## src/core/wdt_regs.svh

```systemverilog
// register map, field positions and reset values of the watchdog unit
`ifndef WDT_REGS_SVH
`define WDT_REGS_SVH

// ----------------------------------------
// register byte addresses
// ----------------------------------------
`define WDT_ADR_CTRL  8'h00
`define WDT_ADR_STAT  8'h04
`define WDT_ADR_MASK  8'h08
`define WDT_ADR_FLAGS 8'h0C
`define WDT_ADR_COUNT 8'h10

// ----------------------------------------
// control fields and reset value
// ----------------------------------------
`define WDT_SWEN_BIT  0
`define WDT_PS_LSB    1
`define WDT_PS_MSB    5
`define WDT_PS_RST    5'h0B
`define WDT_PS_MAX    5'h12
`define WDT_BASE_LOG2 5'h05

// ----------------------------------------
// mode codes, event bits, widths
// ----------------------------------------
`define WDT_MODE_OFF  2'h0
`define WDT_MODE_SW   2'h1
`define WDT_MODE_AWK  2'h2
`define WDT_MODE_ON   2'h3
`define WDT_EV_RESET  0
`define WDT_EV_WAKE   1
`define WDT_CNT_W     24

`endif

```

## src/core/wdt_pkg.sv

```systemverilog
// shared types of the watchdog unit
package wdt_pkg;

  // ----------------------------------------
  // bus request handed to the register file
  // ----------------------------------------
  typedef struct packed {
    logic        valid;
    logic [7:0]  adr;
    logic [31:0] wdata;
  } wdt_req_t;

  typedef struct packed {
    logic        ack;
    logic [31:0] dat;
  } wdt_wb_state_t;

  // ----------------------------------------
  // main state
  // ----------------------------------------
  typedef struct packed {
    logic [4:0] ps;
    logic       swen;
    logic [1:0] ev;
    logic [1:0] mask;
    logic       expiry;
    logic       sleep_flag;
    logic       sleep_q;
    logic       rst_out;
    logic       wake_out;
    logic       irq;
  } wdt_state_t;

endpackage

```

## src/core/wdt_unit.sv

```systemverilog
// watchdog timer unit: mode decode, sleep handling, flags, registers
// Function
// - timeout while awake resets the system
// - time base is the low-frequency oscillator tick; periods are base multiples
// - mode 11 keeps the watchdog active always, sleep included
// - mode 10 active while awake, off in sleep
// - mode 01 follows the software enable bit
// - mode 00 always off; software enable ignored outside mode 01
// - period code gives 2^(5+code) oscillator cycles, up to code 10010
// - codes 10011 to 11111 act as the minimum 1:32 period
// - reset loads period code 01011 and clears software enable
// - count cleared on reset, clear, sleep edges, osc fail, disable, start-up
// - sleep entry clears, then counting resumes if still active
// - wake clears; held clear while start-up delay runs
// - timeout in sleep wakes instead of resetting, and sets flags
// - internal oscillator divider change leaves the count alone
// - control bits 7:6 read zero, period in 5:1, enable in 0
`timescale 1ns/1ns
`include "wdt_regs.svh"
module wdt_unit
  import wdt_pkg::*;
(
  input  wire logic        clk_i,
  input  wire logic        rst_i,
  input  wire logic        cyc_i,
  input  wire logic        stb_i,
  input  wire logic        we_i,
  input  wire logic [7:0]  adr_i,
  input  wire logic [3:0]  sel_i,
  input  wire logic [31:0] dat_i,
  output logic             ack_o,
  output logic [31:0]      dat_o,
  input  wire logic        lfosc_tick_i,
  input  wire logic [1:0]  watchdog_mode_config_i,
  input  wire logic        sleep_i,
  input  wire logic        clear_instr_i,
  input  wire logic        osc_fail_i,
  input  wire logic        ost_running_i,
  output logic             sys_reset_o,
  output logic             wake_o,
  output logic             expiry_flag_o,
  output logic             sleep_entered_flag_o,
  output logic             irq_o
);

  wdt_state_t            st;
  wdt_state_t            next_st;
  wdt_req_t              req;
  logic [31:0]           rdata;
  logic [`WDT_CNT_W-1:0] count;
  logic                  expire;
  logic                  active;
  logic                  entry;
  logic                  exit_sleep;
  logic                  clear;
  logic [1:0]            ev_set;

  // ----------------------------------------
  // mode decode
  // ----------------------------------------
  function automatic logic mode_active(input logic [1:0] mode,
                                       input logic       swen,
                                       input logic       asleep);
    case (mode)
      `WDT_MODE_ON:  mode_active = 1'b1;
      `WDT_MODE_AWK: mode_active = ~asleep;
      `WDT_MODE_SW:  mode_active = swen;
      default:       mode_active = 1'b0;
    endcase
  endfunction

  // ----------------------------------------
  // bus front end and counter
  // ----------------------------------------
  wdt_wb_slave u_slave (
    .clk_i   (clk_i),
    .rst_i   (rst_i),
    .cyc_i   (cyc_i),
    .stb_i   (stb_i),
    .we_i    (we_i),
    .adr_i   (adr_i),
    .sel_i   (sel_i),
    .dat_i   (dat_i),
    .rdata_i (rdata),
    .ack_o   (ack_o),
    .dat_o   (dat_o),
    .req_o   (req)
  );

  // only the oscillator tick advances the count, so divider changes cannot
  wdt_counter u_counter (
    .clk_i    (clk_i),
    .rst_i    (rst_i),
    .tick_i   (lfosc_tick_i),
    .clear_i  (clear),
    .ps_i     (st.ps),
    .count_o  (count),
    .expire_o (expire)
  );

  // ----------------------------------------
  // clear sources
  // ----------------------------------------
  always_comb begin
    active     = mode_active(watchdog_mode_config_i, st.swen, sleep_i);
    entry      = sleep_i & ~st.sleep_q;
    exit_sleep = ~sleep_i & st.sleep_q;
    // start-up delay input held high keeps the count clear
    clear      = clear_instr_i | entry | exit_sleep | osc_fail_i
               | ~active | ost_running_i;
  end

  // ----------------------------------------
  // next state
  // ----------------------------------------
  always_comb begin
    next_st          = st;
    next_st.sleep_q  = sleep_i;
    next_st.rst_out  = expire & ~sleep_i;
    next_st.wake_out = expire & sleep_i;
    ev_set           = '0;
    ev_set[`WDT_EV_RESET] = expire & ~sleep_i;
    ev_set[`WDT_EV_WAKE]  = expire & sleep_i;
    // clears first so a same-cycle set wins
    if (clear_instr_i) begin
      next_st.expiry     = 1'b0;
      next_st.sleep_flag = 1'b0;
    end
    if (entry) begin
      next_st.sleep_flag = 1'b1;
    end
    if (expire) begin
      next_st.expiry = 1'b1;
      if (sleep_i) begin
        next_st.sleep_flag = 1'b1;
      end
    end
    if (req.valid) begin
      case (req.adr)
        `WDT_ADR_CTRL: begin
          next_st.ps   = req.wdata[`WDT_PS_MSB:`WDT_PS_LSB];
          next_st.swen = req.wdata[`WDT_SWEN_BIT];
        end
        `WDT_ADR_STAT: next_st.ev = st.ev & ~req.wdata[1:0];
        `WDT_ADR_MASK: next_st.mask = req.wdata[1:0];
        default: ;
      endcase
    end
    next_st.ev  = next_st.ev | ev_set;
    next_st.irq = |(next_st.ev & next_st.mask);
  end

  always_ff @(posedge clk_i) begin
    if (rst_i) begin
      st      <= '0;
      st.ps   <= `WDT_PS_RST;
    end else begin
      st <= next_st;
    end
  end

  // ----------------------------------------
  // read mux; upper control bits stay zero
  // ----------------------------------------
  always_comb begin
    rdata = '0;
    case (adr_i)
      `WDT_ADR_CTRL:  rdata[5:0] = {st.ps, st.swen};
      `WDT_ADR_STAT:  rdata[1:0] = st.ev;
      `WDT_ADR_MASK:  rdata[1:0] = st.mask;
      `WDT_ADR_FLAGS: rdata[2:0] = {active, st.sleep_flag, st.expiry};
      `WDT_ADR_COUNT: rdata[`WDT_CNT_W-1:0] = count;
      default:        rdata = '0;
    endcase
  end

  assign sys_reset_o          = st.rst_out;
  assign wake_o               = st.wake_out;
  assign expiry_flag_o        = st.expiry;
  assign sleep_entered_flag_o = st.sleep_flag;
  assign irq_o                = st.irq;
endmodule

```

## src/core/wdt_wb_slave.sv

```systemverilog
// classic wishbone slave front end with registered ack and read data
`timescale 1ns/1ns
module wdt_wb_slave
  import wdt_pkg::*;
(
  input  wire logic        clk_i,
  input  wire logic        rst_i,
  input  wire logic        cyc_i,
  input  wire logic        stb_i,
  input  wire logic        we_i,
  input  wire logic [7:0]  adr_i,
  input  wire logic [3:0]  sel_i,
  input  wire logic [31:0] dat_i,
  input  wire logic [31:0] rdata_i,
  output logic             ack_o,
  output logic [31:0]      dat_o,
  output wdt_req_t         req_o
);

  wdt_wb_state_t st;
  wdt_wb_state_t next_st;

  // ----------------------------------------
  // ack one cycle after the request, dropped after one cycle
  // ----------------------------------------
  always_comb begin
    next_st     = st;
    next_st.ack = cyc_i & stb_i & ~st.ack;
    if (next_st.ack) begin
      next_st.dat = rdata_i;
    end
  end

  always_ff @(posedge clk_i) begin
    if (rst_i) begin
      st <= '0;
    end else begin
      st <= next_st;
    end
  end

  // write lands on the edge the master samples ack
  assign req_o.valid = cyc_i & stb_i & we_i & st.ack & sel_i[0];
  assign req_o.adr   = adr_i;
  assign req_o.wdata = dat_i;
  assign ack_o       = st.ack;
  assign dat_o       = st.dat;

endmodule

```

## src/core/wdt_counter.sv

```systemverilog
// prescaled count of low-frequency oscillator cycles
`timescale 1ns/1ns
`include "wdt_regs.svh"
module wdt_counter
  import wdt_pkg::*;
(
  input  wire logic                 clk_i,
  input  wire logic                 rst_i,
  input  wire logic                 tick_i,
  input  wire logic                 clear_i,
  input  wire logic [4:0]           ps_i,
  output logic [`WDT_CNT_W-1:0]     count_o,
  output logic                      expire_o
);

  logic [`WDT_CNT_W-1:0] count;
  logic [`WDT_CNT_W-1:0] next_count;
  logic [`WDT_CNT_W-1:0] lim;

  // ----------------------------------------
  // last count of the period: 2^(5+code)-1
  // ----------------------------------------
  function automatic logic [`WDT_CNT_W-1:0] last_count(input logic [4:0] code);
    logic [4:0] sh;
    sh = (code > `WDT_PS_MAX) ? 5'h00 : code;
    last_count = (`WDT_CNT_W'(1) << (sh + `WDT_BASE_LOG2)) - `WDT_CNT_W'(1);
  endfunction

  // >= so a shorter period chosen mid-count still ends
  always_comb begin
    lim        = last_count(ps_i);
    expire_o   = tick_i & ~clear_i & (count >= lim);
    next_count = count;
    if (clear_i || expire_o) begin
      next_count = '0;
    end else if (tick_i) begin
      next_count = count + `WDT_CNT_W'(1);
    end
  end

  always_ff @(posedge clk_i) begin
    if (rst_i) begin
      count <= '0;
    end else begin
      count <= next_count;
    end
  end

  assign count_o = count;
endmodule

```

## config.mk

```make
export PLATFORM = sky130hd
export DESIGN_NAME = wdt_unit
export DESIGN_NICKNAME = d
export VERILOG_FILES = /design/src/core/wdt_pkg.sv /design/src/core/wdt_unit.sv /design/src/core/wdt_wb_slave.sv /design/src/core/wdt_counter.sv
export VERILOG_INCLUDE_DIRS = /design/src /design/src/core
export SDC_FILE = /design/constraint.sdc
export NUM_CORES = 1
export LEC_CHECK = 0
export ABC_AREA = 1
export BUFFER_PORTS_ARGS = -buffer_cell sky130_fd_sc_hd__buf_2
export CAP_MARGIN = 10
export CORE_ASPECT_RATIO = 1.5
export CORE_MARGIN = 2
export CORE_UTILIZATION = 53
export CTS_BUF_LIST = sky130_fd_sc_hd__clkbuf_4
export CTS_CLUSTER_DIAMETER = 100
export DETAILED_ROUTE_END_ITERATION = 8
export MAX_ROUTING_LAYER = met4
export PLACE_DENSITY = 0.8
export SYNTH_ARGS = -nofsm -noshare
export SYNTH_HDL_FRONTEND = slang
export SYNTH_HIERARCHICAL = 1
export SYNTH_SLANG_ARGS = --single-unit
```

## constraint.sdc

```tcl
create_clock -name clk_i -period 2.5 [get_ports clk_i]
set_clock_uncertainty 0.1 [all_clocks]
set_input_delay 0.5 -clock clk_i [delete_from_list [all_inputs] [get_ports clk_i]]
set_output_delay 0.5 -clock clk_i [all_outputs]
set_load 0.02 [all_outputs]
```

==> results of run 1 <==
what timing repair did:
item,in CTS,in global routing
pin swaps,25,18
gates resized for setup,47,51
setup endpoints to repair,31,31
cloned,3,0
buffers inserted,12,4
layout make-up:
type / instances / area (um2)
fill: 731 / 2850
multi-input combinational: 539 / 3150
clock inverter: 6 / 41.3
inverter: 133 / 504
sequential: 73 / 1480
timing repair buffer: 127 / 906
tap: 112 / 140
clock buffer: 10 / 75.1
path summary, 6_finish.rpt:
| check | endpoint | from | slack (ps) | cells after the start |
|---|---|---|---|---|
| setup / recovery | irq_o$_SDFF_PP0_ | st[11]$_SDFFE_PP1P_ | -450 | 22 |
| hold / removal | st[13]$_SDFFE_PP0P_ | dat_i[3] | 210 | 3 |
| setup reg to reg | irq_o$_SDFF_PP0_ | st[11]$_SDFFE_PP1P_ | -450 | 22 |
| hold reg to reg | u_slave/dat_o[22]$_SDFFE_PP0P_ | u_slave/dat_o[22]$_SDFFE_PP0P_ | 410 | 4 |
routing by layer:
metal  track usage (%)  vias to the layer above  share of wire, %
li1                  -                     2543                 -
met1              25.1                     2262                35
met2              48.2                      150                56
met3              5.11                       44               4.2
met4              12.6                        0               4.1
met5                 -                        -                 0
cell usage in the layout (no fill, tap or decap), drive strengths merged, types with 2 or more instances in the layout:
master    n
a21oi    12
clkinv    4
buf     127
nor3      9
dfxtp    73
nand3b    2
nor2    163
ha       26
a21o      2
nand4    27
o21ai    13
clkbuf   10
inv     134
conb     13
and2      5
xor2     19
or2       2
xnor2     9
nand3    32
nand2   199
state kept, by name (all words and copies together), names as in the netlist:
name                  flops
expiry_flag_o             1
irq_o                     1
sleep_entered_flag_o      1
st                       11
sys_reset_o               1
u_counter/count_o        24
u_slave/ack_o             1
u_slave/dat_o            32
wake_o                    1
power by group through the flow:
stage	registers (W)	clock network [W]	logic [W]
after global placement	0.00124	0	0.000275
after global routing	0.00122	0.000736	0.000333
after floorplan	0.00128	0	0.000168
final	0.00121	0.000668	0.000294
after CTS	0.00121	0.000681	0.000289
after detailed placement	0.00124	0	0.000280
per-stage QoR:
step	total power, W	hold slack [ps]	instances	setup TNS (ps)
after floorplan	0.00145	355	772	0
after CTS	0.00218	204	998	-10240
after global routing	0.00229	213	1000	-16160
final	0.00217	210	1000	-11620
after detailed placement	0.00152	389	969	-8620
after global placement	0.00151	372	969	-7190
worst max-delay path: cells and delay by family, from the launching register on:
kind	cells	cell delay (ps)
compound gates	1	150
flops	1	380
buf+inv	4	280
xor+xnor	1	170
simple gates	15	1550
fa+ha+maj	1	280
==> impl_metrics.tcl, run 1 <==
set metrics [dict create \
    syn_area_per_cell_um2 6.47 \
    dr.pass1.iters 6 \
    place_area_mm2 0.00564 \
    power.density_mw_per_mm2 345 \
    die_w_um 82.8 \
    drv_slew 0 \
    ioPinCount 94 \
    ir_worst_vdd_mv 0.388 \
    final_core_util_pct 68.9 \
    fin_crit_sh_pct 118 \
    crit_slowest_cell "dfxtp_4" \
    grt_pass1_vias 4571 \
    start_kind "register" \
    overflow 0 \
    worstSetupPathType "reg2reg" \
    cts_buffers 9 \
    cts_tree "yes" \
    fin_nets 965 \
    pwr-share-clk_pct 30.7 \
    drt_iter0_markers 254 \
    max_freq_mhz 338 \
    clock-sinks 73 \
    switching_share_pct 30.3 \
    rsz0062_at_grt "yes" \
    drc 0 \
    antenna_found_initial 0 \
    coreArea_mm2 0.00915 \
    holdBufCountCts 0 \
    syn_area_mm2 0.00493 \
    required_ps 2810 \
    outcome "complete, but fails checks" \
    n_antenna_cell 0 \
    cts-root-buf "clkbuf_4" \
    ys.warnings.count 6 \
    critPathMaxFanout 4 \
    crit_chain "nand2_4, nand2_2, nand2_4, buf_6, nand4_1, nor2_4, inv_2, xor2_2, ha_1, nand2_2, nor2_2, nand2_1, nor2_1, nand2_1, nand4_1, nand2_2, inv_2, inv_2, nor3_4, o21bai_4, nand2_1, nand2_1" \
    drt-total-wl_um 12700 \
    post_drt_wl_per_cell_um 12.7 \
    via_per_inst 5.00 \
    critPathMaxStageDelay_ps 380 \
    place_ws_ps -486 \
    initial_core_util_pct 53.9 \
    hp-class "in2reg" \
    p_comb_share_pct 13.5 \
    power_leakage_nw 3.24 \
    clk_latency_ps 460 \
    drive_above_1_share_pct 29.8 \
    syn_inst 762 \
    rows 43 \
    clk_path_buf_depth 2 \
    critPathCaptureType "register" \
    vias 4999 \
    area_delta_synth_final_pct 27.7 \
    setup_viol 31 \
    ant_nets 0 \
    io_buffers 64 \
    setup_ws_ps -454 \
    grt_max_degree 66 \
    dieHeight_um 122 \
    p_sw_w 0.000658 \
    htreeDepth 3 \
    grtUsageTotal_pct 26.1 \
    grt_first_pass_wirelength_um 19700 \
    seq_power_share_pct 55.7 \
    fin_area_mm2 0.00630 \
    violations "negative setup slack" \
    crit_arrival_ps 3260 \
    hpwl_um 8570 \
    period_needed_ps 2950 \
    hold_viol_final 0 \
    clkTransAtPathRegs_ps 130 \
    gp_congestion 0.921 \
    die_area_mm2 0.0101 \
    worst_path_most_repeated_cell "nand2_1" \
    internal-power_w 0.00151 \
    cap_violations 0 \
]
Power figures use the tool's default switching activity.
==> run 2: changes to the inputs <==
--- a/config.mk
+++ b/config.mk
@@ -6,17 +6,16 @@
 export SDC_FILE = /design/constraint.sdc
 export NUM_CORES = 1
 export LEC_CHECK = 0
-export ABC_AREA = 1
 export BUFFER_PORTS_ARGS = -buffer_cell sky130_fd_sc_hd__buf_2
 export CAP_MARGIN = 10
 export CORE_ASPECT_RATIO = 1.5
 export CORE_MARGIN = 2
-export CORE_UTILIZATION = 53
+export CORE_UTILIZATION = 52
 export CTS_BUF_LIST = sky130_fd_sc_hd__clkbuf_4
 export CTS_CLUSTER_DIAMETER = 100
 export DETAILED_ROUTE_END_ITERATION = 8
 export MAX_ROUTING_LAYER = met4
-export PLACE_DENSITY = 0.8
+export PLACE_DENSITY = 0.79
 export SYNTH_ARGS = -nofsm -noshare
 export SYNTH_HDL_FRONTEND = slang
 export SYNTH_HIERARCHICAL = 1
==> run 2 against run 1 <==
Against the previous run:
- worst hold slack worse by 40 ps
- maximum frequency is 3.3% lower
- global-route usage is 1.5 points lower
- the run still ends with negative setup slack left
- largest power group unchanged
- non-clock buffer count is 3 higher
==> impl_metrics.tcl, run 2 <==
set metrics [dict create \
    start_kind "register" \
    holdWs_ps 170 \
    final.setup.tns_ps -15570 \
    area_delta_synth_final_pct 26.0 \
    fin_crit_sh_pct 122 \
    dr.pass1.iters 4 \
    largest_reg_flops 32 \
    fin_nets 722 \
    period_needed_ps 3050 \
    overflow 0 \
    cts_tree "yes" \
    cp-endpoint "irq_o$_SDFF_PP0_" \
    r2r_cells 13 \
    rsz0062_at_grt "yes" \
    drc 0 \
    grtUsageTotal_pct 24.6 \
    grt_pass1_vias 4080 \
    hpwl_um 8160 \
    ys.warnings.count 6 \
    clk_latency_ps 440 \
    hold_viol_final 0 \
    hp-class "in2reg" \
    layout_common_cells "dfxtp_1, nand2b_1, buf_2" \
    n_antenna_cell 0 \
    final_core_util_pct 68.0 \
    syn_area_per_cell_um2 8.63 \
    setup_ws_ps -555 \
    syn_area_mm2 0.00457 \
    ant_nets 0 \
    required_ps 2750 \
    die_w_um 80.5 \
    slew_headroom_pct 60.8 \
    max_freq_mhz 327 \
    reg2reg_from "st[13]$_SDFFE_PP0P_" \
    die_area_mm2 0.00956 \
    drv_slew 0 \
    r2r-end "irq_o$_SDFF_PP0_" \
    clk_path_buf_depth 2 \
    power.density_mw_per_mm2 344 \
    worstSetupPathType "reg2reg" \
    critPathCaptureType "register" \
    cap_violations 0 \
    setup_viol 31 \
    clock-sinks 73 \
    ir_worst_vdd_mv 0.260 \
    vias 4058 \
    initial_core_util_pct 53.9 \
    drt-total-wl_um 11400 \
    tightest_slew_ps 586 \
    via_per_inst 5.40 \
    grt_max_degree 62 \
    layout_commonest_cell "dfxtp_1" \
    io_buffers 64 \
    clkTransAtPathRegs_ps 110 \
    reg2reg_slack_ps -550 \
    antenna_found_initial 0 \
    violations "negative setup slack" \
    dieHeight_um 119 \
    drive_above_1_share_pct 32.3 \
    htreeDepth 3 \
    outcome "complete, but fails checks" \
    placed_cells 726 \
    ioPinCount 94 \
    grt_first_pass_wirelength_um 18300 \
    cts_buffers 9 \
    power_leakage_nw 2.42 \
    drt_iter0_markers 233 \
    crit_arrival_ps 3310 \
    coreArea_mm2 0.00846 \
    cts-root-buf "clkbuf_4" \
    finalNonFillerCells 751 \
    syn_inst 529 \
    crit_start "st[13]$_SDFFE_PP0P_" \
    critPathMaxFanout 5 \
    crit_slowest_cell "dfxtp_4" \
    gp_congestion 0.926 \
    critPathMaxStageDelay_ps 380 \
    place_ws_ps -580 \
    rows 41 \
    post_drt_wl_per_cell_um 15.2 \
    crit_chain "or2_4, o21ai_4, o21ai_2, ha_1, nand4_1, nor3_2, or3_4, a211oi_4, o41ai_4, nand2b_1, nor2b_1, a311o_1, o22ai_1" \
]
## run 2: worst min-delay path by stage
stage                                           to  cells past startpoint                     start  slack [ps]
after floorplan                   st[7]$_SDFF_PP0_                      2          st[7]$_SDFF_PP0_         380
after global placement    u_slave/ack_o$_SDFF_PP0_                      1  u_slave/ack_o$_SDFF_PP0_         340
after detailed placement  u_slave/ack_o$_SDFF_PP0_                      1  u_slave/ack_o$_SDFF_PP0_         350
after CTS                      st[12]$_SDFFE_PP1P_                      2                  dat_i[2]         160
after global routing           st[12]$_SDFFE_PP1P_                      2                  dat_i[2]         180
final                          st[12]$_SDFFE_PP1P_                      2                  dat_i[2]         170
## run 2: layout make-up
class / count / area (um2)
flip-flops and latches: 73 / 1470
inverters: 13 / 48.8
clock buffers: 10 / 75.1
clock inverters: 5 / 23.8
fillers: 666 / 2710
multi-input cells: 413 / 3090
repair buffers: 130 / 907
well taps: 107 / 134
## run 2: what timing repair did
item,in CTS,in global routing
gates cloned,2,0
pin swaps,16,23
resized for setup,27,44
setup endpoints to repair,31,31
hold buffers,0,0
setup buffers,6,3
## run 2: per-stage QoR
step	area (um2)	power (W)
2_1_floorplan	4690	0.00135
3_3_place_gp	5290	0.00138
3_5_place_dp	5290	0.00139
4_1_cts	5600	0.00198
5_1_grt	5750	0.00206
6_report	5750	0.00198
## run 2: critical path, delay by kind of cell (launching register included)
kind                     cells  cell delay (ps)
AO/OA/AOI/OAI                6             1010
adder cells (fa/ha/maj)      1              320
flip-flops                   1              380
AND/OR/NAND/NOR              6             1170
## run 2: where the power goes
part           switching, W  internal, W
Sequential       0.00000557      0.00117
Clock              0.000408     0.000199
Combinational      0.000106    0.0000898
## run 2: layer usage
layer / global-route usage [%] / up-vias / share of wire (%)
met1: 25.6 / 1894 / 39
met2: 43.7 / 118 / 53
met5: - / - / 0
met3: 4.96 / 44 / 4.7
li1: - / 2002 / -
met4: 11.1 / 0 / 3.8
==> run 3: changes to the inputs <==
--- a/config.mk
+++ b/config.mk
@@ -6,16 +6,16 @@
 export SDC_FILE = /design/constraint.sdc
 export NUM_CORES = 1
 export LEC_CHECK = 0
+export ABC_AREA = 1
 export BUFFER_PORTS_ARGS = -buffer_cell sky130_fd_sc_hd__buf_2
 export CAP_MARGIN = 10
 export CORE_ASPECT_RATIO = 1.5
 export CORE_MARGIN = 2
-export CORE_UTILIZATION = 52
+export CORE_UTILIZATION = 26
 export CTS_BUF_LIST = sky130_fd_sc_hd__clkbuf_4
 export CTS_CLUSTER_DIAMETER = 100
 export DETAILED_ROUTE_END_ITERATION = 8
 export MAX_ROUTING_LAYER = met4
-export PLACE_DENSITY = 0.79
 export SYNTH_ARGS = -nofsm -noshare
 export SYNTH_HDL_FRONTEND = slang
 export SYNTH_HIERARCHICAL = 1
==> run 3 against run 2 <==
Against the previous run:
- the run still ends with negative setup slack left
- worst hold slack better by 27 ps
- combinational power is 47% higher
- maximum frequency is 3.3% higher
- sequential power hardly changed
- critical path type unchanged
- critical endpoint is now u_counter/count_o[5]$_SDFFE_PP0P_
- highest routed layer unchanged
==> impl_metrics.tcl, run 3 (synthesis results as in run 1) <==
set metrics [dict create \
    drt-total-wl_um 12200 \
    fin_crit_sh_pct 118 \
    crit_arrival_ps 3250 \
    power_leakage_nw 3.20 \
    overflow 0 \
    vias 4700 \
    drt_iter0_markers 191 \
    n_antenna_cell 0 \
    grt_first_pass_wirelength_um 20500 \
    seq_power_share_pct 53.8 \
    reg2reg_from "st[13]$_SDFFE_PP0P_" \
    clkTransAtPathRegs_ps 130 \
    outcome "complete, but fails checks" \
    cts_buffers 9 \
    rsz0062_at_grt "yes" \
    rows 61 \
    area_delta_synth_final_pct 27.3 \
    antenna_found_initial 0 \
    setup_viol 31 \
    critPathCaptureType "register" \
    drive_above_1_share_pct 27.0 \
    r2r-end "u_counter/count_o[5]$_SDFFE_PP0P_" \
    cts_tree "yes" \
    gp_congestion 0.822 \
    power.density_mw_per_mm2 358 \
    p_sw_w 0.000659 \
    clk_path_buf_depth 2 \
    max_freq_mhz 338 \
    internal-power_w 0.00159 \
    hp-class "in2reg" \
    grt_pass1_vias 4482 \
    cap_violations 0 \
    grtUsageTotal_pct 13.1 \
    fillCellCount 2063 \
    dieHeight_um 173 \
    drv_slew 0 \
    cts-root-buf "clkbuf_4" \
    initial_core_util_pct 26.6 \
    grt_max_degree 52 \
    switching_share_pct 29.3 \
    setup_ws_ps -458 \
    start_kind "register" \
    r2r_cells 22 \
    worstSetupPathType "reg2reg" \
    required_ps 2790 \
    largest_reg_flops 32 \
    reg2reg_slack_ps -460 \
    ir_worst_vdd_mv 0.259 \
    layout_common_cells "nand2_1, nor2_1, inv_1" \
    htreeDepth 3 \
    pwr-share-clk_pct 33.4 \
    die_w_um 116 \
    ant_nets 0 \
    seqCellArea_mm2 0.00148 \
    post_drt_wl_per_cell_um 10.8 \
    hold_viol_final 0 \
    critPathMaxFanout 6 \
    p_comb_share_pct 12.8 \
    via_per_inst 4.15 \
    multi_input_area_mm2 0.00302 \
    clk_latency_ps 450 \
    period_needed_ps 2960 \
    drc 0 \
    final.setup.tns_ps -11550 \
    violations "negative setup slack" \
    io_buffers 64 \
    hpwl_um 9220 \
    fin_nets 959 \
    holdWs_ps 197 \
    holdPathEnd "st[15]$_SDFFE_PP0P_" \
    ioPinCount 94 \
    dr.pass1.iters 5 \
    holdCritStartpoint "dat_i[5]" \
    place_ws_ps -441 \
    layout_commonest_cell "nand2_1" \
    min_path_cells 3 \
    clock-sinks 73 \
    die_area_mm2 0.0201 \
    coreArea_mm2 0.0185 \
]
-- run 3: changes by cell type in the layout (fill, tap and decap cells not counted), sizes merged, moves of 6 or more --
cell and change:
nand2 +172, nand2b -68, nor2 +105, a21oi -6, and2 -20, buf -6
mux2i -40, nor2b -8, nand3 +20, nand4 +16, inv +120
-- run 3: metrics by stage --
stage | utilization [%] | power [W] | cell area [um2] | instances
floorplan | - | 0.00145 | 4990 | 772
finish | 33.9 | 0.00225 | 6280 | 1133
CTS | 33.0 | 0.00227 | 6130 | 1130
global route | 33.9 | 0.00236 | 6280 | 1133
detailed placement | 31.2 | 0.00152 | 5780 | 1105
global placement | 31.2 | 0.00152 | 5780 | 1105
-- run 3: timing repair --
item,4_1_cts,5_1_grt
hold buffers,0,0
setup endpoints to repair,31,31
setup buffers,9,3
gates cloned,2,0
gates resized for setup,29,37
pin swaps,25,22
-- run 3: power by group through the flow --
stage          clock network, W  registers (W)  logic (W)
2_1_floorplan                 0        0.00128   0.000168
3_3_place_gp                  0        0.00124   0.000281
3_5_place_dp                  0        0.00124   0.000284
4_1_cts                0.000773        0.00121   0.000290
5_1_grt                0.000810        0.00122   0.000331
6_report               0.000750        0.00121   0.000288
-- run 3: critical path: stages (launching register included) --
cell      delay (ps)
dfxtp_4          390
nor2_4           110
nand2_1           60
nand2_1           80
o31ai_1           70
buf_4            150
nand2_4           80
nand2_4           60
nor3_2           140
nand3b_1         110
ha_1             310
nand2_2           90
inv_1             40
nand2_1           50
a21oi_1           50
nor2_1           150
nand4_1          170
nand2_2          130
buf_6            120
nand2_8           70
buf_6            140
buf_16           130
nor2_2            80
-- run 3: worst max-delay path by stage --
stage,to,depth (start not counted),from
floorplan,irq_o$_SDFF_PP0_,26,st[11]$_SDFFE_PP1P_
global placement,irq_o$_SDFF_PP0_,22,st[13]$_SDFFE_PP0P_
detailed placement,irq_o$_SDFF_PP0_,22,st[13]$_SDFFE_PP0P_
CTS,irq_o$_SDFF_PP0_,22,st[14]$_SDFFE_PP1P_
global route,irq_o$_SDFF_PP0_,25,st[13]$_SDFFE_PP0P_
finish,u_counter/count_o[5]$_SDFFE_PP0P_,22,st[13]$_SDFFE_PP0P_
-- run 3: metal layers --
| layer | track usage [%] | up-vias | routed length (um) |
|---|---|---|---|
| met1 | 14.1 | 2101 | 5120 |
| met2 | 24.2 | 70 | 6620 |
| li1 | - | 2517 | - |
| met5 | - | - | 0 |
| met4 | 3.57 | 0 | 147 |
| met3 | 2.10 | 12 | 351 |
-- run 3: area by class of cell --
type                            instances  area share, %
Sequential cell                        73           23.5
Tap cell                              252           5.02
Clock inverter                          6          0.937
Multi-Input combinational cell        539           48.1
Inverter                              133           8.03
Clock buffer                            9           1.08
Timing Repair Buffer                  121           13.3
